--- config.mk ---
export PLATFORM = sky130hd
export DESIGN_NAME = adcpc_top
export DESIGN_NICKNAME = d
export VERILOG_FILES = /design/src/inc/adcpc_pkg.sv /design/src/adcpc_fifo.sv /design/src/adcpc_top.sv
export VERILOG_INCLUDE_DIRS = /design/src /design/src/inc
export SDC_FILE = /design/constraint.sdc
export NUM_CORES = 1
export LEC_CHECK = 0
export ABC_AREA = 0
export ABC_CLOCK_PERIOD_IN_PS = 3450
export BUFFER_PORTS_ARGS = -buffer_cell sky130_fd_sc_hd__buf_2
export CAP_MARGIN = 30
export CORE_MARGIN = 2
export CORE_UTILIZATION = 45
export CTS_CLUSTER_SIZE = 40
export DETAILED_ROUTE_END_ITERATION = 10
export PLACE_DENSITY = 0.68
export SLEW_MARGIN = 5
export SYNTH_ARGS = -nofsm -noshare
export SYNTH_HDL_FRONTEND = slang
export SYNTH_SLANG_ARGS = --single-unit
--- constraint.sdc ---
create_clock -name clk_sys -period 3.45 [get_ports clk_sys]
set_clock_uncertainty 0.2 [all_clocks]
set_input_delay 0.345 -clock clk_sys [delete_from_list [all_inputs] [get_ports clk_sys]]
set_output_delay 0.345 -clock clk_sys [all_outputs]
set_load 0.05 [all_outputs]
--- src/inc/adcpc_defs.svh ---
/*
 Constants for the parallel-port converter control block: control byte
 field positions, reset values and timing counts.
 Assumes a 40 MHz system clock.
*/
`ifndef ADCPC_DEFS_SVH
`define ADCPC_DEFS_SVH

`define ADCPC_CLK_PERIOD_PS     25000
`define ADCPC_BIT_PWR_HI        7
`define ADCPC_BIT_PWR_LO        6
`define ADCPC_BIT_ACQ           5
`define ADCPC_BIT_SGL           4
`define ADCPC_BIT_UNI           3
`define ADCPC_CHAN_MSB          2
`define ADCPC_CTRL_RESET        8'hc8
`define ADCPC_CONV_TIME_NS      3600
`define ADCPC_CONV_CYCLES       13
`define ADCPC_ACQ_CYCLES        3
`define ADCPC_INT_DIV           ((`ADCPC_CONV_TIME_NS * 1000) / (`ADCPC_CONV_CYCLES * `ADCPC_CLK_PERIOD_PS))
`define ADCPC_FIFO_DEPTH        16

`endif

--- src/inc/adcpc_pkg.sv ---
/*
 Types of the parallel-port converter control block.
 Assumes adcpc_defs.svh is available.
*/
package adcpc_pkg;
  typedef enum logic [2:0] {
    ADCPC_IDLE,
    ADCPC_ACQ_EXT,
    ADCPC_ACQ_INT,
    ADCPC_CONV
  } adcpc_state_t;
endpackage : adcpc_pkg

--- src/adcpc_fifo.sv ---
/*
 Parameterised flip-flop FIFO with valid and ready on both sides.
 Assumes one clock and an active-low asynchronous reset.
*/
`timescale 1ns/1ps
module adcpc_fifo #(
  parameter int WIDTH = 10,
  parameter int DEPTH = 16
) (
  input  wire logic             clk_sys,
  input  wire logic             rst_n,
  input  wire logic             in_valid,
  output logic                  in_ready,
  input  wire logic [WIDTH-1:0] in_data,
  output logic                  out_valid,
  input  wire logic             out_ready,
  output logic      [WIDTH-1:0] out_data
);
  localparam int AW = $clog2(DEPTH);
  logic [WIDTH-1:0] mem [DEPTH];
  logic [AW-1:0]    wr_ptr;
  logic [AW-1:0]    rd_ptr;
  logic [AW:0]      count;
  logic             push;
  logic             pop;

  assign in_ready  = (count != DEPTH[AW:0]);
  assign out_valid = (count != '0);
  assign push      = in_valid && in_ready;
  assign pop       = out_valid && out_ready;
  assign out_data  = mem[rd_ptr];

  always_ff @(posedge clk_sys or negedge rst_n) begin
    if (!rst_n) begin
      wr_ptr <= '0;
      rd_ptr <= '0;
      count  <= '0;
    end else begin
      if (push) begin
        wr_ptr <= wr_ptr + 1'b1;
      end
      if (pop) begin
        rd_ptr <= rd_ptr + 1'b1;
      end
      count <= count + {{AW{1'b0}}, push} - {{AW{1'b0}}, pop};
    end
  end

  always_ff @(posedge clk_sys) begin
    if (push) begin
      mem[wr_ptr] <= in_data;
    end
  end
endmodule : adcpc_fifo

--- src/adcpc_top.sv ---
/*
 Digital control of a 10-bit converter behind a byte-wide parallel port:
 control byte capture, clock and power modes, acquisition and conversion
 sequencing, conversion-done flag and two-byte result readout.
 Assumes all pins synchronous to clk_sys; the analog core returns a raw
 offset-binary code on sar_code when a conversion ends.
*/
`timescale 1ns/1ps
`include "adcpc_defs.svh"
module adcpc_top (
  input  wire logic       clk_sys,
  input  wire logic       rst_n,
  input  wire logic       cs_n,
  input  wire logic       wr_n,
  input  wire logic       rd_n,
  input  wire logic       upper_byte_select,
  input  wire logic       ext_clk,
  input  wire logic [7:0] data_in,
  output logic      [7:0] data_out,
  output logic            data_oe,
  output logic            done_n,
  output logic            done_oe,
  output logic            sample_hold,
  output logic            core_powered,
  output logic            standby,
  output logic      [7:0] pos_input_sel,
  output logic            neg_common,
  output logic      [7:0] neg_input_sel,
  output logic            sar_step,
  input  wire logic [9:0] sar_code
);
  //////////////////////////////////////////////////////////////////////////
  // Port strobes
  logic [7:0] ctrl;
  logic       clk_internal;
  logic       shutdown;
  logic       shutdown_pending;
  logic       wr_q;
  logic       rd_q;
  logic       ext_q;
  logic       wr_rise;
  logic       rd_fall;
  logic       tick;
  logic [7:0] div_cnt;
  logic [3:0] cyc_cnt;
  logic       conv_end;
  logic [9:0] result;
  logic       res_valid;
  logic [9:0] fifo_data;
  logic       fifo_in_ready;
  logic       fifo_out_valid;
  logic [9:0] formatted;
  logic       rd_active;
  adcpc_pkg::adcpc_state_t state;
  adcpc_pkg::adcpc_state_t next_state;

  // Strobes and clock are seen only while selected
  always_ff @(posedge clk_sys or negedge rst_n) begin
    if (!rst_n) begin
      wr_q  <= 1'b1;
      rd_q  <= 1'b1;
      ext_q <= 1'b0;
    end else begin
      wr_q  <= wr_n | cs_n;
      rd_q  <= rd_n | cs_n;
      ext_q <= ext_clk & ~cs_n;
    end
  end

  assign wr_rise   = (wr_n | cs_n) && !wr_q;
  assign rd_active = !cs_n && !rd_n;
  assign rd_fall   = rd_active && rd_q;

  //////////////////////////////////////////////////////////////////////////
  // Control byte and modes
  always_ff @(posedge clk_sys or negedge rst_n) begin
    if (!rst_n) begin
      ctrl         <= `ADCPC_CTRL_RESET;
      clk_internal <= 1'b0;
    end else if (wr_rise) begin
      ctrl <= data_in;
      if (data_in[`ADCPC_BIT_PWR_HI]) begin
        clk_internal <= !data_in[`ADCPC_BIT_PWR_LO];
      end
    end
  end

  // Power state: standby lifts at next write, shutdown waits for conversion
  always_ff @(posedge clk_sys or negedge rst_n) begin
    if (!rst_n) begin
      standby          <= 1'b0;
      shutdown         <= 1'b0;
      shutdown_pending <= 1'b0;
    end else if (wr_rise) begin
      standby          <= data_in[7:6] == 2'b01;
      shutdown         <= 1'b0;
      shutdown_pending <= data_in[7:6] == 2'b00;
    end else if (shutdown_pending && state != adcpc_pkg::ADCPC_CONV) begin
      shutdown         <= 1'b1;
      shutdown_pending <= 1'b0;
    end
  end

  assign core_powered = !shutdown && !standby;

  //////////////////////////////////////////////////////////////////////////
  // Conversion clock: internal divider or external pin edges
  always_ff @(posedge clk_sys or negedge rst_n) begin
    if (!rst_n) begin
      div_cnt <= 8'h00;
    end else if (wr_rise || div_cnt == 8'(`ADCPC_INT_DIV - 1)) begin
      div_cnt <= 8'h00;
    end else begin
      div_cnt <= div_cnt + 8'h01;
    end
  end

  always_comb begin
    if (clk_internal) begin
      tick = div_cnt == 8'(`ADCPC_INT_DIV - 1);
    end else begin
      tick = (ext_clk & ~cs_n) && !ext_q;
    end
  end

  //////////////////////////////////////////////////////////////////////////
  // Acquisition and conversion sequencing
  always_comb begin
    next_state = state;
    case (state)
      adcpc_pkg::ADCPC_IDLE: begin
        next_state = state;
      end
      adcpc_pkg::ADCPC_ACQ_INT: begin
        if (tick && cyc_cnt == 4'(`ADCPC_ACQ_CYCLES - 1)) begin
          next_state = adcpc_pkg::ADCPC_CONV;
        end
      end
      adcpc_pkg::ADCPC_ACQ_EXT: begin
        next_state = state;
      end
      adcpc_pkg::ADCPC_CONV: begin
        if (conv_end) begin
          next_state = adcpc_pkg::ADCPC_IDLE;
        end
      end
      default: begin
        next_state = adcpc_pkg::ADCPC_IDLE;
      end
    endcase
    // A new byte restarts or stops the sequence, or ends an external acquisition
    if (wr_rise) begin
      // Power-down bytes start no conversion unless they end an external acquisition
      if (!data_in[`ADCPC_BIT_PWR_HI] &&
          state != adcpc_pkg::ADCPC_ACQ_EXT) begin
        next_state = adcpc_pkg::ADCPC_IDLE;
      end else if (data_in[`ADCPC_BIT_ACQ]) begin
        next_state = adcpc_pkg::ADCPC_ACQ_EXT;
      end else if (state == adcpc_pkg::ADCPC_ACQ_EXT) begin
        next_state = adcpc_pkg::ADCPC_CONV;
      end else begin
        next_state = adcpc_pkg::ADCPC_ACQ_INT;
      end
    end
    if (shutdown && !wr_rise) begin
      next_state = adcpc_pkg::ADCPC_IDLE;
    end
  end

  always_ff @(posedge clk_sys or negedge rst_n) begin
    if (!rst_n) begin
      state <= adcpc_pkg::ADCPC_IDLE;
    end else begin
      state <= next_state;
    end
  end

  always_ff @(posedge clk_sys or negedge rst_n) begin
    if (!rst_n) begin
      cyc_cnt <= 4'h0;
    end else if (state != next_state) begin
      cyc_cnt <= 4'h0;
    end else if (tick) begin
      cyc_cnt <= cyc_cnt + 4'h1;
    end
  end

  assign conv_end    = state == adcpc_pkg::ADCPC_CONV && tick &&
                       cyc_cnt == 4'(`ADCPC_CONV_CYCLES - 1) && !wr_rise;
  assign sar_step    = state == adcpc_pkg::ADCPC_CONV && tick;
  assign sample_hold = state == adcpc_pkg::ADCPC_CONV;

  //////////////////////////////////////////////////////////////////////////
  // Input multiplexer decode
  genvar gi;
  generate
    for (gi = 0; gi < 8; gi++) begin : g_mux
      always_comb begin
        if (ctrl[`ADCPC_BIT_SGL]) begin
          pos_input_sel[gi] = ctrl[2:0] == 3'(gi);
          neg_input_sel[gi] = 1'b0;
        end else begin
          pos_input_sel[gi] = ctrl[2:1] == 2'(gi / 2) &&
                              ctrl[0] == 1'(gi % 2);
          neg_input_sel[gi] = ctrl[2:1] == 2'(gi / 2) &&
                              ctrl[0] != 1'(gi % 2);
        end
      end
    end
  endgenerate
  assign neg_common = ctrl[`ADCPC_BIT_SGL];

  //////////////////////////////////////////////////////////////////////////
  // Result path through the FIFO
  // Core code steps VREF/1024; bipolar flips the MSB into two's complement
  assign formatted = ctrl[`ADCPC_BIT_UNI] ? sar_code
                                          : {~sar_code[9], sar_code[8:0]};

  adcpc_fifo #(
    .WIDTH (10),
    .DEPTH (`ADCPC_FIFO_DEPTH)
  ) u_fifo (
    .clk_sys   (clk_sys),
    .rst_n     (rst_n),
    .in_valid  (conv_end),
    .in_ready  (fifo_in_ready),
    .in_data   (formatted),
    .out_valid (fifo_out_valid),
    .out_ready (1'b1),
    .out_data  (fifo_data)
  );

  always_ff @(posedge clk_sys or negedge rst_n) begin
    if (!rst_n) begin
      result    <= 10'h000;
      res_valid <= 1'b0;
    end else if (fifo_out_valid) begin
      result    <= fifo_data;
      res_valid <= 1'b1;
    end else if (rd_fall || wr_rise) begin
      res_valid <= 1'b0;
    end
  end

  // Done flag; a new result beats a same-cycle clear
  always_ff @(posedge clk_sys or negedge rst_n) begin
    if (!rst_n) begin
      done_n <= 1'b1;
    end else if (fifo_out_valid) begin
      done_n <= 1'b0;
    end else if (rd_fall || wr_rise) begin
      done_n <= 1'b1;
    end
  end
  assign done_oe = !cs_n;

  //////////////////////////////////////////////////////////////////////////
  // Read data bus
  always_ff @(posedge clk_sys or negedge rst_n) begin
    if (!rst_n) begin
      data_out <= 8'h00;
    end else if (upper_byte_select) begin
      data_out <= {{6{result[9] & ~ctrl[`ADCPC_BIT_UNI]}}, result[9:8]};
    end else begin
      data_out <= result[7:0];
    end
  end
  assign data_oe = rd_active;

  //////////////////////////////////////////////////////////////////////////
  // Checks
  property p_reset_ext;
    @(posedge clk_sys) $rose(rst_n) |-> !clk_internal && done_n;
  endproperty
  a_reset_ext: assert property (p_reset_ext) else $error("reset mode wrong");

  property p_pd_keeps_clk;
    @(posedge clk_sys) disable iff (!rst_n)
      wr_rise && !data_in[7] |=> $stable(clk_internal);
  endproperty
  a_pd_keeps_clk: assert property (p_pd_keeps_clk) else $error("clock mode changed");

  property p_clk_sel;
    @(posedge clk_sys) disable iff (!rst_n)
      wr_rise && data_in[7] |=> clk_internal == !$past(data_in[6]);
  endproperty
  a_clk_sel: assert property (p_clk_sel) else $error("clock select wrong");

  property p_bus_float;
    @(posedge clk_sys) disable iff (!rst_n) cs_n |-> !data_oe && !done_oe;
  endproperty
  a_bus_float: assert property (p_bus_float) else $error("bus driven");

  property p_ctrl_cap;
    @(posedge clk_sys) disable iff (!rst_n) wr_rise |=> ctrl == $past(data_in);
  endproperty
  a_ctrl_cap: assert property (p_ctrl_cap) else $error("control not captured");

  property p_upper;
    @(posedge clk_sys) disable iff (!rst_n)
      upper_byte_select |=>
      data_out[7:2] == ($past(ctrl[3]) ? 6'h00 : {6{$past(result[9])}});
  endproperty
  a_upper: assert property (p_upper) else $error("upper byte wrong");

  property p_done;
    @(posedge clk_sys) disable iff (!rst_n) fifo_out_valid |=> !done_n;
  endproperty
  a_done: assert property (p_done) else $error("done not asserted");

  property p_no_conv_pd;
    @(posedge clk_sys) disable iff (!rst_n) shutdown |-> !sar_step;
  endproperty
  a_no_conv_pd: assert property (p_no_conv_pd) else $error("conversion in shutdown");
endmodule : adcpc_top

## Yosys cells after proc, flatten, opt, wreduce, memory -nomap -nowiden

Memories as Yosys holds them, arrays and structs flattened. A register that Yosys moved wholly into a read port is not among the register bits.
Index checks and enable logic that the tools add are counted.

| operators by class | value |
|---|---|
| $add $sub $neg | 6 |
| $mul | 0 |
| divide/modulo/power cells | 0 |
| magnitude comparators | 0 |
| eq/ne operators | 21 |
| shift-type cells | 0 |
| multiplexer cells | 38 |
| bitwise gates (word level) | 8 |
| reduce and logical (&&, ||, !) cells | 43 |

Operators by type and width:

| operator | count |
|---|---|
| 1-bit 2-to-1 mux | 26 |
| 1-bit logical AND | 21 |
| 8-bit 2-to-1 mux | 2 |
| 4-bit by 1-bit adder with 4-bit output (second input constant) | 3 |
| 3-bit by 2-bit equality test with 1-bit output (second input constant) | 4 |
| 3-bit equality test (second input constant) | 4 |
| 3-bit 2-to-1 mux | 4 |
| 1-bit zero test | 10 |
| 10-bit 2-to-1 mux | 1 |
| 3-bit case mux with 3 select lines | 1 |
| 8-bit by 1-bit adder with 8-bit output (second input constant) | 1 |
| 8-bit by 4-bit equality test with 1-bit output (second input constant) | 1 |
| 4-bit 2-to-1 mux | 2 |
| 3-bit by 1-bit equality test with 1-bit output (second input constant) | 2 |
| 3-bit zero test | 2 |
| 2-bit nonzero test | 3 |
| 5-bit by 1-bit adder with 5-bit output | 1 |
| 5-bit != test (second input constant) | 1 |
| 5-bit nonzero test | 1 |
| 5-bit by 1-bit subtractor with 5-bit output | 1 |
| 2-bit by 1-bit equality test with 1-bit output (second input constant) | 2 |
| 2-bit equality test (second input constant) | 2 |
| 4-bit by 2-bit equality test with 1-bit output (second input constant) | 1 |
| 4-bit equality test (second input constant) | 1 |
| other kinds (11) | 19 |

| word-level totals | value |
|---|---|
| register bits | 49 |
| bits in latches | 0 |
| RAM bits | 160 |
| ROM bits | 0 |
| input bits | 25 |
| output and inout port bits | 32 |
| logic and storage cells | 133 |
| memories | 1 |

Memory list:

| name | depth | bits a word | rd ports | clocked after Yosys merged registers in | wr ports | RTL line | text |
|---|---|---|---|---|---|---|---|
| u_fifo.mem | 16 | 10 | 1 | 1 | 1 | adcpc_fifo.sv:20 | `logic [WIDTH-1:0] mem [DEPTH];` |

## Longest topological paths before layout

Gate-level depths: netlist (run 1).

| depth | value |
|---|---|
| depth after elaboration | 13 |
| gate-level depth with buffers | 15 |
| depth with buffers taken out | 13 |

## Cells and area by module

Synthesis (run 1) repeated with hierarchy kept, for this count alone.

| unflattened totals | value |
|---|---|
| cell total of the unflattened synthesis | 596 |
| area total of the unflattened synthesis | 9155.0 µm² |

By module, submodules not included:

| module | instances | cells an instance | area an instance (µm²) | sequential area each (µm²) |
|---|---|---|---|---|
| adcpc_fifo | 1 | 376 | 6955.4 | 5129.9 |
| adcpc_top | 1 | 220 | 2199.6 | 1156.1 |

## Worst setup path before layout (run 1)

No wires, ideal clock.

| path | value |
|---|---|
| path kind | flip-flop to flip-flop |
| start point | register u_fifo.count[3] |
| end point | register u_fifo.count[4] |
| setup time | 0.125 ns |
| data arrival time | 2.817 ns |
| required time | 3.125 ns |
| slack | 0.308 ns |
| cell stages (with the launch flop) | 16 |
| buffers on the path | 2 |
| period minus slack after synthesis | 3.142 ns |
| path through | dfrtp_1 inv_1 ha_1 or4b_2 clkbuf_1 clkbuf_1 ha_1 inv_1 ha_1 inv_1 fa_1 inv_1 a21oi_1 nor2_1 nor2_1 xnor2_1 |

| between the ends | value |
|---|---|
| longest elaborated chain between the ends | 4 |
| elaborated cells on any way between the ends | 5 |
| classes of those cells | add/sub: 2; eq/ne: 1; reduce/logical: 2 |

RTL lines:

| what | RTL line | text |
|---|---|---|
| start, declared | adcpc_fifo.sv:23 | `logic [AW:0] count;` |
| start signal, assigned | adcpc_fifo.sv:45 | `count <= count + {{AW{1'b0}}, push} - {{AW{1'b0}}, pop};` |
| 5-bit != test | adcpc_fifo.sv:27 | `assign in_ready = (count != DEPTH[AW:0]);` |
| 1-bit logical AND | adcpc_fifo.sv:29 | `assign push = in_valid && in_ready;` |
| 5-bit by 1-bit adder with 5-bit output | adcpc_fifo.sv:45 |  |
| 5-bit by 1-bit subtractor with 5-bit output * | adcpc_fifo.sv:45 |  |

Mark *: on every way between the ends. The rest lies on a longest branch, timed or not.
A chain may end at the register's enable or synchronous reset.

## Worst setup path after layout (run 1)

| path | value |
|---|---|
| start point | input cs_n |
| end point | register u_fifo.count[4] |

| between the ends | value |
|---|---|
| longest elaborated chain between the ends | 10 |
| elaborated cells on any way between the ends | 13 |
| classes of those cells | add/sub: 2; mux: 1; bitwise: 3; reduce/logical: 7 |

RTL lines:

| what | RTL line | text |
|---|---|---|
| start, declared | adcpc_top.sv:13 | `input wire logic cs_n,` |
| 1-bit inverter | adcpc_top.sv:122 | `tick = (ext_clk & ~cs_n) && !ext_q;` |
| 1-bit AND | adcpc_top.sv:122 |  |
| 1-bit logical AND | adcpc_top.sv:122 |  |
| 1-bit 2-to-1 mux | adcpc_top.sv:119 | `if (clk_internal) begin` |
| 1-bit logical AND (2 in series) | adcpc_top.sv:188 | `assign conv_end = state == adcpc_pkg::ADCPC_CONV && tick &&` |
| 1-bit logical AND * | adcpc_top.sv:188 |  |
| 1-bit logical AND * | adcpc_fifo.sv:29 |  |
| 5-bit by 1-bit adder with 5-bit output * | adcpc_fifo.sv:45 |  |
| 5-bit by 1-bit subtractor with 5-bit output * | adcpc_fifo.sv:45 |  |

Marked as above.

==> impl_metrics.tcl, run 1 <==
set metrics [dict create \
    nNetsFinal 699 \
    hold_violations 0 \
    drc 0 \
    cts_tree "done" \
    postSynthCellCount 559 \
    ys.flop_type "edfxtp_1" \
    die_h_um 146.2 \
    netSwitchingPower_w 0.001513 \
    hold_buffers 16 \
    worst_slew_pin_slew_ps 926.7 \
    switching_share 0.2469 \
    ff2ff_setup_slack_ps 410 \
    drive_above_1_share 0.2883 \
    pwr-share-seq 0.504 \
    cp-start-kind "primary input" \
    hold_class "primary input to flip-flop" \
    cts-root-buf "clkbuf_16" \
    synth_top_area_frac 0.5283 \
    drt_wl_total_um 17960 \
    min-delay-start "data_in[5]" \
    comb_power_share 0.108 \
    num_rows 52 \
    whs_path_depth 4 \
    clkPwrFrac 0.388 \
    yosysSeqAreaShare 0.6912 \
    clk_latency_ps 490 \
    core_um2 20040 \
    post-cts-setup-buffers 0 \
    yosys.cell_types.count 54 \
    die-width_um 146.2 \
    holdWs_ps 22.57 \
    yosys-top-cells-area "edfxtp_1, dfrtp_1, mux4_2" \
    drtIter0Drc 305 \
    period_needed_ps 3086 \
    gp_congestion 0.7849 \
    gr-total-overflow 0 \
    rsz0062_at_grt "no" \
    routed_via_density 5.374 \
    clk_pin_slew_ps 60 \
    initial_core_util 0.4539 \
    grt_pass1_wl_um 28900 \
    synth_area_per_cell_um2 16.27 \
    reg2reg_from "div_cnt[4]" \
    synth_nets 601 \
    grt_pass1_vias 5358 \
    ir_drop_v 0.0003220 \
    drv_cap 0 \
    slew_headroom 0.3769 \
    port_buffers 56 \
    yosysTopAreaCell "edfxtp_1" \
    dpl.hpwl_um 11550 \
    worstPathArrival_ps 3260 \
    io-pin-count 57 \
    area.growth.synth_to_final_pct 17.36 \
    synthArstFlopShare 0.2694 \
    r2r_end "u_fifo.count[4]" \
    required_ps 3620 \
    cts.sink_count 219 \
    status "finished, final reports clean" \
    endpoint_kind "flip-flop" \
    grt.total_usage 0.1710 \
    num_vias 5068 \
    leakagePower_nw 3.964 \
    min_period_over_period 0.8945 \
    netlist_area_um2 9095 \
    cts_buffers 23 \
    reg2regPathDepth 11 \
    synth_edf_count 160 \
    cts_buffer_depth 3 \
    cts_resized 0 \
    setup_violations 0 \
    drt_first_pass_iters 4 \
    internal-power_w 0.004616 \
    fmax_mhz 324.0 \
    worstPathMaxFanout 9 \
    ys_warn_count 0 \
    worstSetupPathType "primary input to flip-flop" \
    antenna_found_initial 0 \
    htree_levels 1 \
    die_area_um2 21360 \
    min_to "state[1]" \
    yosysMostFrequentCell "edfxtp_1" \
    drv_slew 0 \
    grt_max_degree 32 \
    wire_per_inst_um 19.04 \
    power_density_nw_per_um2 574.2 \
    antenna_left 0 \
    synth_common_cells "edfxtp_1, dfrtp_1, nor2_1" \
    fin_setup_tns_ps 0 \
    antenna_cells 0 \
    synth_seq_cells 219 \
]
metrics by stage:
step / cell area [µm²] / worst slack, ps / total power [W] / util / std cells
after floorplan: 9095 / 308.0 / 0.003584 / - / 559
after detailed placement: 9772 / 410.6 / 0.003783 / 0.4876 / 885
after global routing: 10670 / 247.3 / 0.006361 / 0.5327 / 943
after global placement: 9772 / 469.5 / 0.003757 / 0.4876 / 885
final: 10670 / 364.0 / 0.006129 / 0.5327 / 943
after CTS: 10670 / 372.1 / 0.006176 / 0.5323 / 942
cell usage in the layout (no fill, tap or decap), types with 9 or more instances in the layout:
cell type and n:
nor3_1 13, nor2_1 54, inv_1 26, buf_2 56, a21oi_1 9, buf_4 25
edfxtp_1 160, o22ai_1 11, ha_1 16, mux4_2 40, clkbuf_16 23, a211oi_1 11
nand2_1 27, xnor2_1 12, dfrtp_1 54, o21ai_0 10, nor2b_1 11, dlygate4sd3_1 16
mux2_2 13
power by group through the flow:
stage	combinational, W	clock (W)	sequential (W)
final	0.000662	0.00238	0.00309
after global routing	0.000723	0.00253	0.00311
after CTS	0.000663	0.00242	0.00309
after detailed placement	0.000642	0	0.00314
after global placement	0.000622	0	0.00314
after floorplan	0.000316	0	0.00327
how the worst max path moves through the flow:
stage | start | endpoint | slack [ps] | depth (start not counted)
after CTS | cs_n | u_fifo.count[4] | 370 | 13
after detailed placement | cs_n | u_fifo.count[4] | 410 | 12
after global placement | cs_n | u_fifo.count[4] | 470 | 12
final | cs_n | u_fifo.count[4] | 360 | 13
after global routing | cs_n | u_fifo.count[4] | 250 | 13
after floorplan | u_fifo.count[3] | u_fifo.count[4] | 310 | 15
kinds of logic after synthesis:
family                     synth area share
xor gates and xnor gates            0.02009
other                             0.0004123
DFF                                  0.6912
and+or+nand+nor                     0.07952
muxes                                0.1151
adders and majority gates           0.02421
buffers and inverters               0.02641
AOI/OAI and AO/OA                   0.04306
metal layers:
metal,part of all wire,routed length [µm],global-route usage
met5,0,0,0
met2,0.49,8816,0.2903
met1,0.43,7662,0.2325
met3,0.058,1040,0.02781
met4,0.024,437,0.04515
critical path: stages:
cell           delay (ps)
dlygate4sd3_1         530
buf_2                 160
or4b_1                610
o21ai_4               130
and4_4                410
ha_1                  230
inv_1                  70
fa_1                  400
inv_1                  70
a21oi_1                50
nor2_1                 80
nor2_1                 50
xnor2_1               120
final cells by class:
cell class                      count  area, µm²
Inverter                           26      97.59
Multi-Input combinational cell    289       2569
Clock buffer                       31      635.6
Tap cell                          270      337.8
Timing Repair Buffer               98      648.1
Sequential cell                   219       6287
Fill cell                        1596       9365
Clock inverter                     10      98.84
sequential cells by signal, summed over array words and instances (netlist names), 3 cells and up:
register,count
u_fifo.wr_ptr,4
u_fifo.mem,160
ctrl,5
u_fifo.rd_ptr,4
data_out,8
result,10
div_cnt,8
cyc_cnt,4
state,3
u_fifo.count,5
(Power assumes the default switching activity.)
==> inputs of run 2 (changes only) <==
- ABC_CLOCK_PERIOD_IN_PS: 3450 -> 2510
- PLACE_DENSITY: 0.68 -> 0.7
- clock period: 3.45 -> 2.51 ns (I/O delays scaled with it)
==> run 2 against run 1 <==
Compared with the run above: the run now ends with setup timing left; power rose by 37%; worst hold slack improved by 110 ps; non-clock buffer count rose by 60; largest cell class unchanged.
==> impl_metrics.tcl, run 2 (synthesis results as in run 1) <==
set metrics [dict create \
    setup_violations 132 \
    largest_reg_flops 160 \
    status "complete, but fails checks" \
    dpl.hpwl_um 12820 \
    top_register "u_fifo.mem" \
    antenna_found_initial 0 \
    grt_max_degree 44 \
    reg2reg_from "div_cnt[4]" \
    internal-power_w 0.006303 \
    clkPwrFrac 0.376 \
    cts.sink_count 219 \
    dp_slack_ps -133.8 \
    fmax_mhz 376.0 \
    port_buffers 56 \
    die-width_um 146.2 \
    placed_area_um2 10430 \
    clk_pin_slew_ps 60 \
    drtIter0Drc 415 \
    io-pin-count 57 \
    cts_buffers 23 \
    fin_setup_tns_ps -8618 \
    final_common_cell "edfxtp_1" \
    power_density_nw_per_um2 720.5 \
    multiInputGateArea_um2 2806 \
    worst_slack_ps -149.9 \
    hold_class "primary input to async pin" \
    min_period_over_period 1.060 \
    cts_buffer_depth 3 \
    ff2ff_setup_slack_ps -150 \
    grt_pass1_vias 5574 \
    r2r_end "u_fifo.mem[3][4]" \
    core_um2 20040 \
    num_rows 52 \
    grt_pass1_wl_um 31080 \
    rsz0062_at_grt "yes" \
    die_area_um2 21360 \
    endpoint_kind "flip-flop" \
    ir_drop_v 0.0005913 \
    gp_congestion 0.8294 \
    worst_slew_pin_slew_ps 694.4 \
    worstPathMaxFanout 5 \
    antenna_cells 0 \
    hold_violations 0 \
    drv_slew 0 \
    comb_power_share 0.121 \
    drive_above_1_share 0.3675 \
    drv_cap 0 \
    slew_headroom 0.5371 \
    cts-root-buf "clkbuf_16" \
    grt.total_usage 0.1878 \
    cts_tree "done" \
    wire_per_inst_um 19.97 \
    top_regs "u_fifo.mem x160, result x10" \
    violations "setup timing" \
    cp-start-kind "flip-flop" \
    drc 0 \
    worstPathArrival_ps 2680 \
    utilization 0.5834 \
    num_vias 5366 \
    fin_area_um2 11690 \
    switching_share 0.2518 \
    pwr-share-seq 0.504 \
    routed_via_density 5.355 \
    fillers 1518 \
    drt_wl_total_um 20010 \
    period_needed_ps 2660 \
    clk_latency_ps 490 \
    layout_common_cells "edfxtp_1, buf_2, dfrtp_1, buf_4, nor2_1" \
    register_area_um2 6287 \
    initial_core_util 0.4539 \
    netSwitchingPower_w 0.002121 \
    required_ps 2530 \
    htree_levels 1 \
    drt_first_pass_iters 7 \
    worstSetupPathType "flip-flop to flip-flop" \
    area.growth.synth_to_final_pct 28.55 \
    gr-total-overflow 0 \
    die_h_um 146.2 \
    nNetsFinal 759 \
    leakagePower_nw 4.282 \
    antenna_left 0 \
    reg2regPathDepth 8 \
]
-- run 2: how the worst max path moves through the flow --
stage | cells past startpoint | endpoint | start
after floorplan | 15 | u_fifo.count[4] | u_fifo.count[3]
after global placement | 12 | u_fifo.count[4] | cs_n
after detailed placement | 13 | u_fifo.count[4] | u_fifo.count[3]
after CTS | 13 | u_fifo.count[4] | u_fifo.count[2]
after global routing | 13 | u_fifo.count[4] | u_fifo.count[2]
final | 8 | u_fifo.mem[3][4] | div_cnt[4]
-- run 2: metal layers --
metal / part of all wire / vias up / global-route usage
met3: 0.065 / 39 / 0.03250
met4: 0.021 / 0 / 0.04854
li1: - / 2424 / -
met1: 0.40 / 2705 / 0.2491
met5: 0 / - / 0
met2: 0.51 / 198 / 0.3245
-- run 2: power groups by stage --
stage	clock network, W	logic [W]	registers (W)
after global routing	0.00338	0.00109	0.00426
after global placement	0	0.000947	0.00429
after CTS	0.00321	0.00101	0.00424
after floorplan	0	0.000436	0.00449
final	0.00316	0.00102	0.00424
after detailed placement	0	0.000971	0.00431
-- run 2: critical path, stage by stage, from the launching register on --
cell and delay, ps:
dfrtp_1 390, or4_4 560, o21ai_4 140, and4_4 270, buf_6 110, buf_12 110
nand2_8 80, nor3_4 310, clkbuf_16 210
-- run 2: metrics by stage --
stage	hold slack, ps	std cells	power [W]
finish	136.7	1002	0.008424
global route	147.4	1002	0.008739
CTS	104.7	990	0.008460
detailed placement	129.2	921	0.005279
global placement	113.6	921	0.005240
floorplan	-244.6	559	0.004928
-- run 2: final cells by class --
cell class,count,share of cell area
Clock buffer,27,0.05051
Clock inverter,13,0.009418
Inverter,26,0.008883
Multi-Input combinational cell,289,0.2400
Sequential cell,219,0.5378
Tap cell,270,0.02890
Timing Repair Buffer,158,0.1245
-- run 2: timing repair --
item | 4_1_cts | 5_1_grt
pin swaps | 7 | 11
endpoints found under the setup margin | 97 | 163
gates cloned | 0 | 3
buffers inserted | 3 | 9
gates resized for setup | 9 | 21
hold buffers | 26 | 0
hold endpoints to repair | 186 | 0
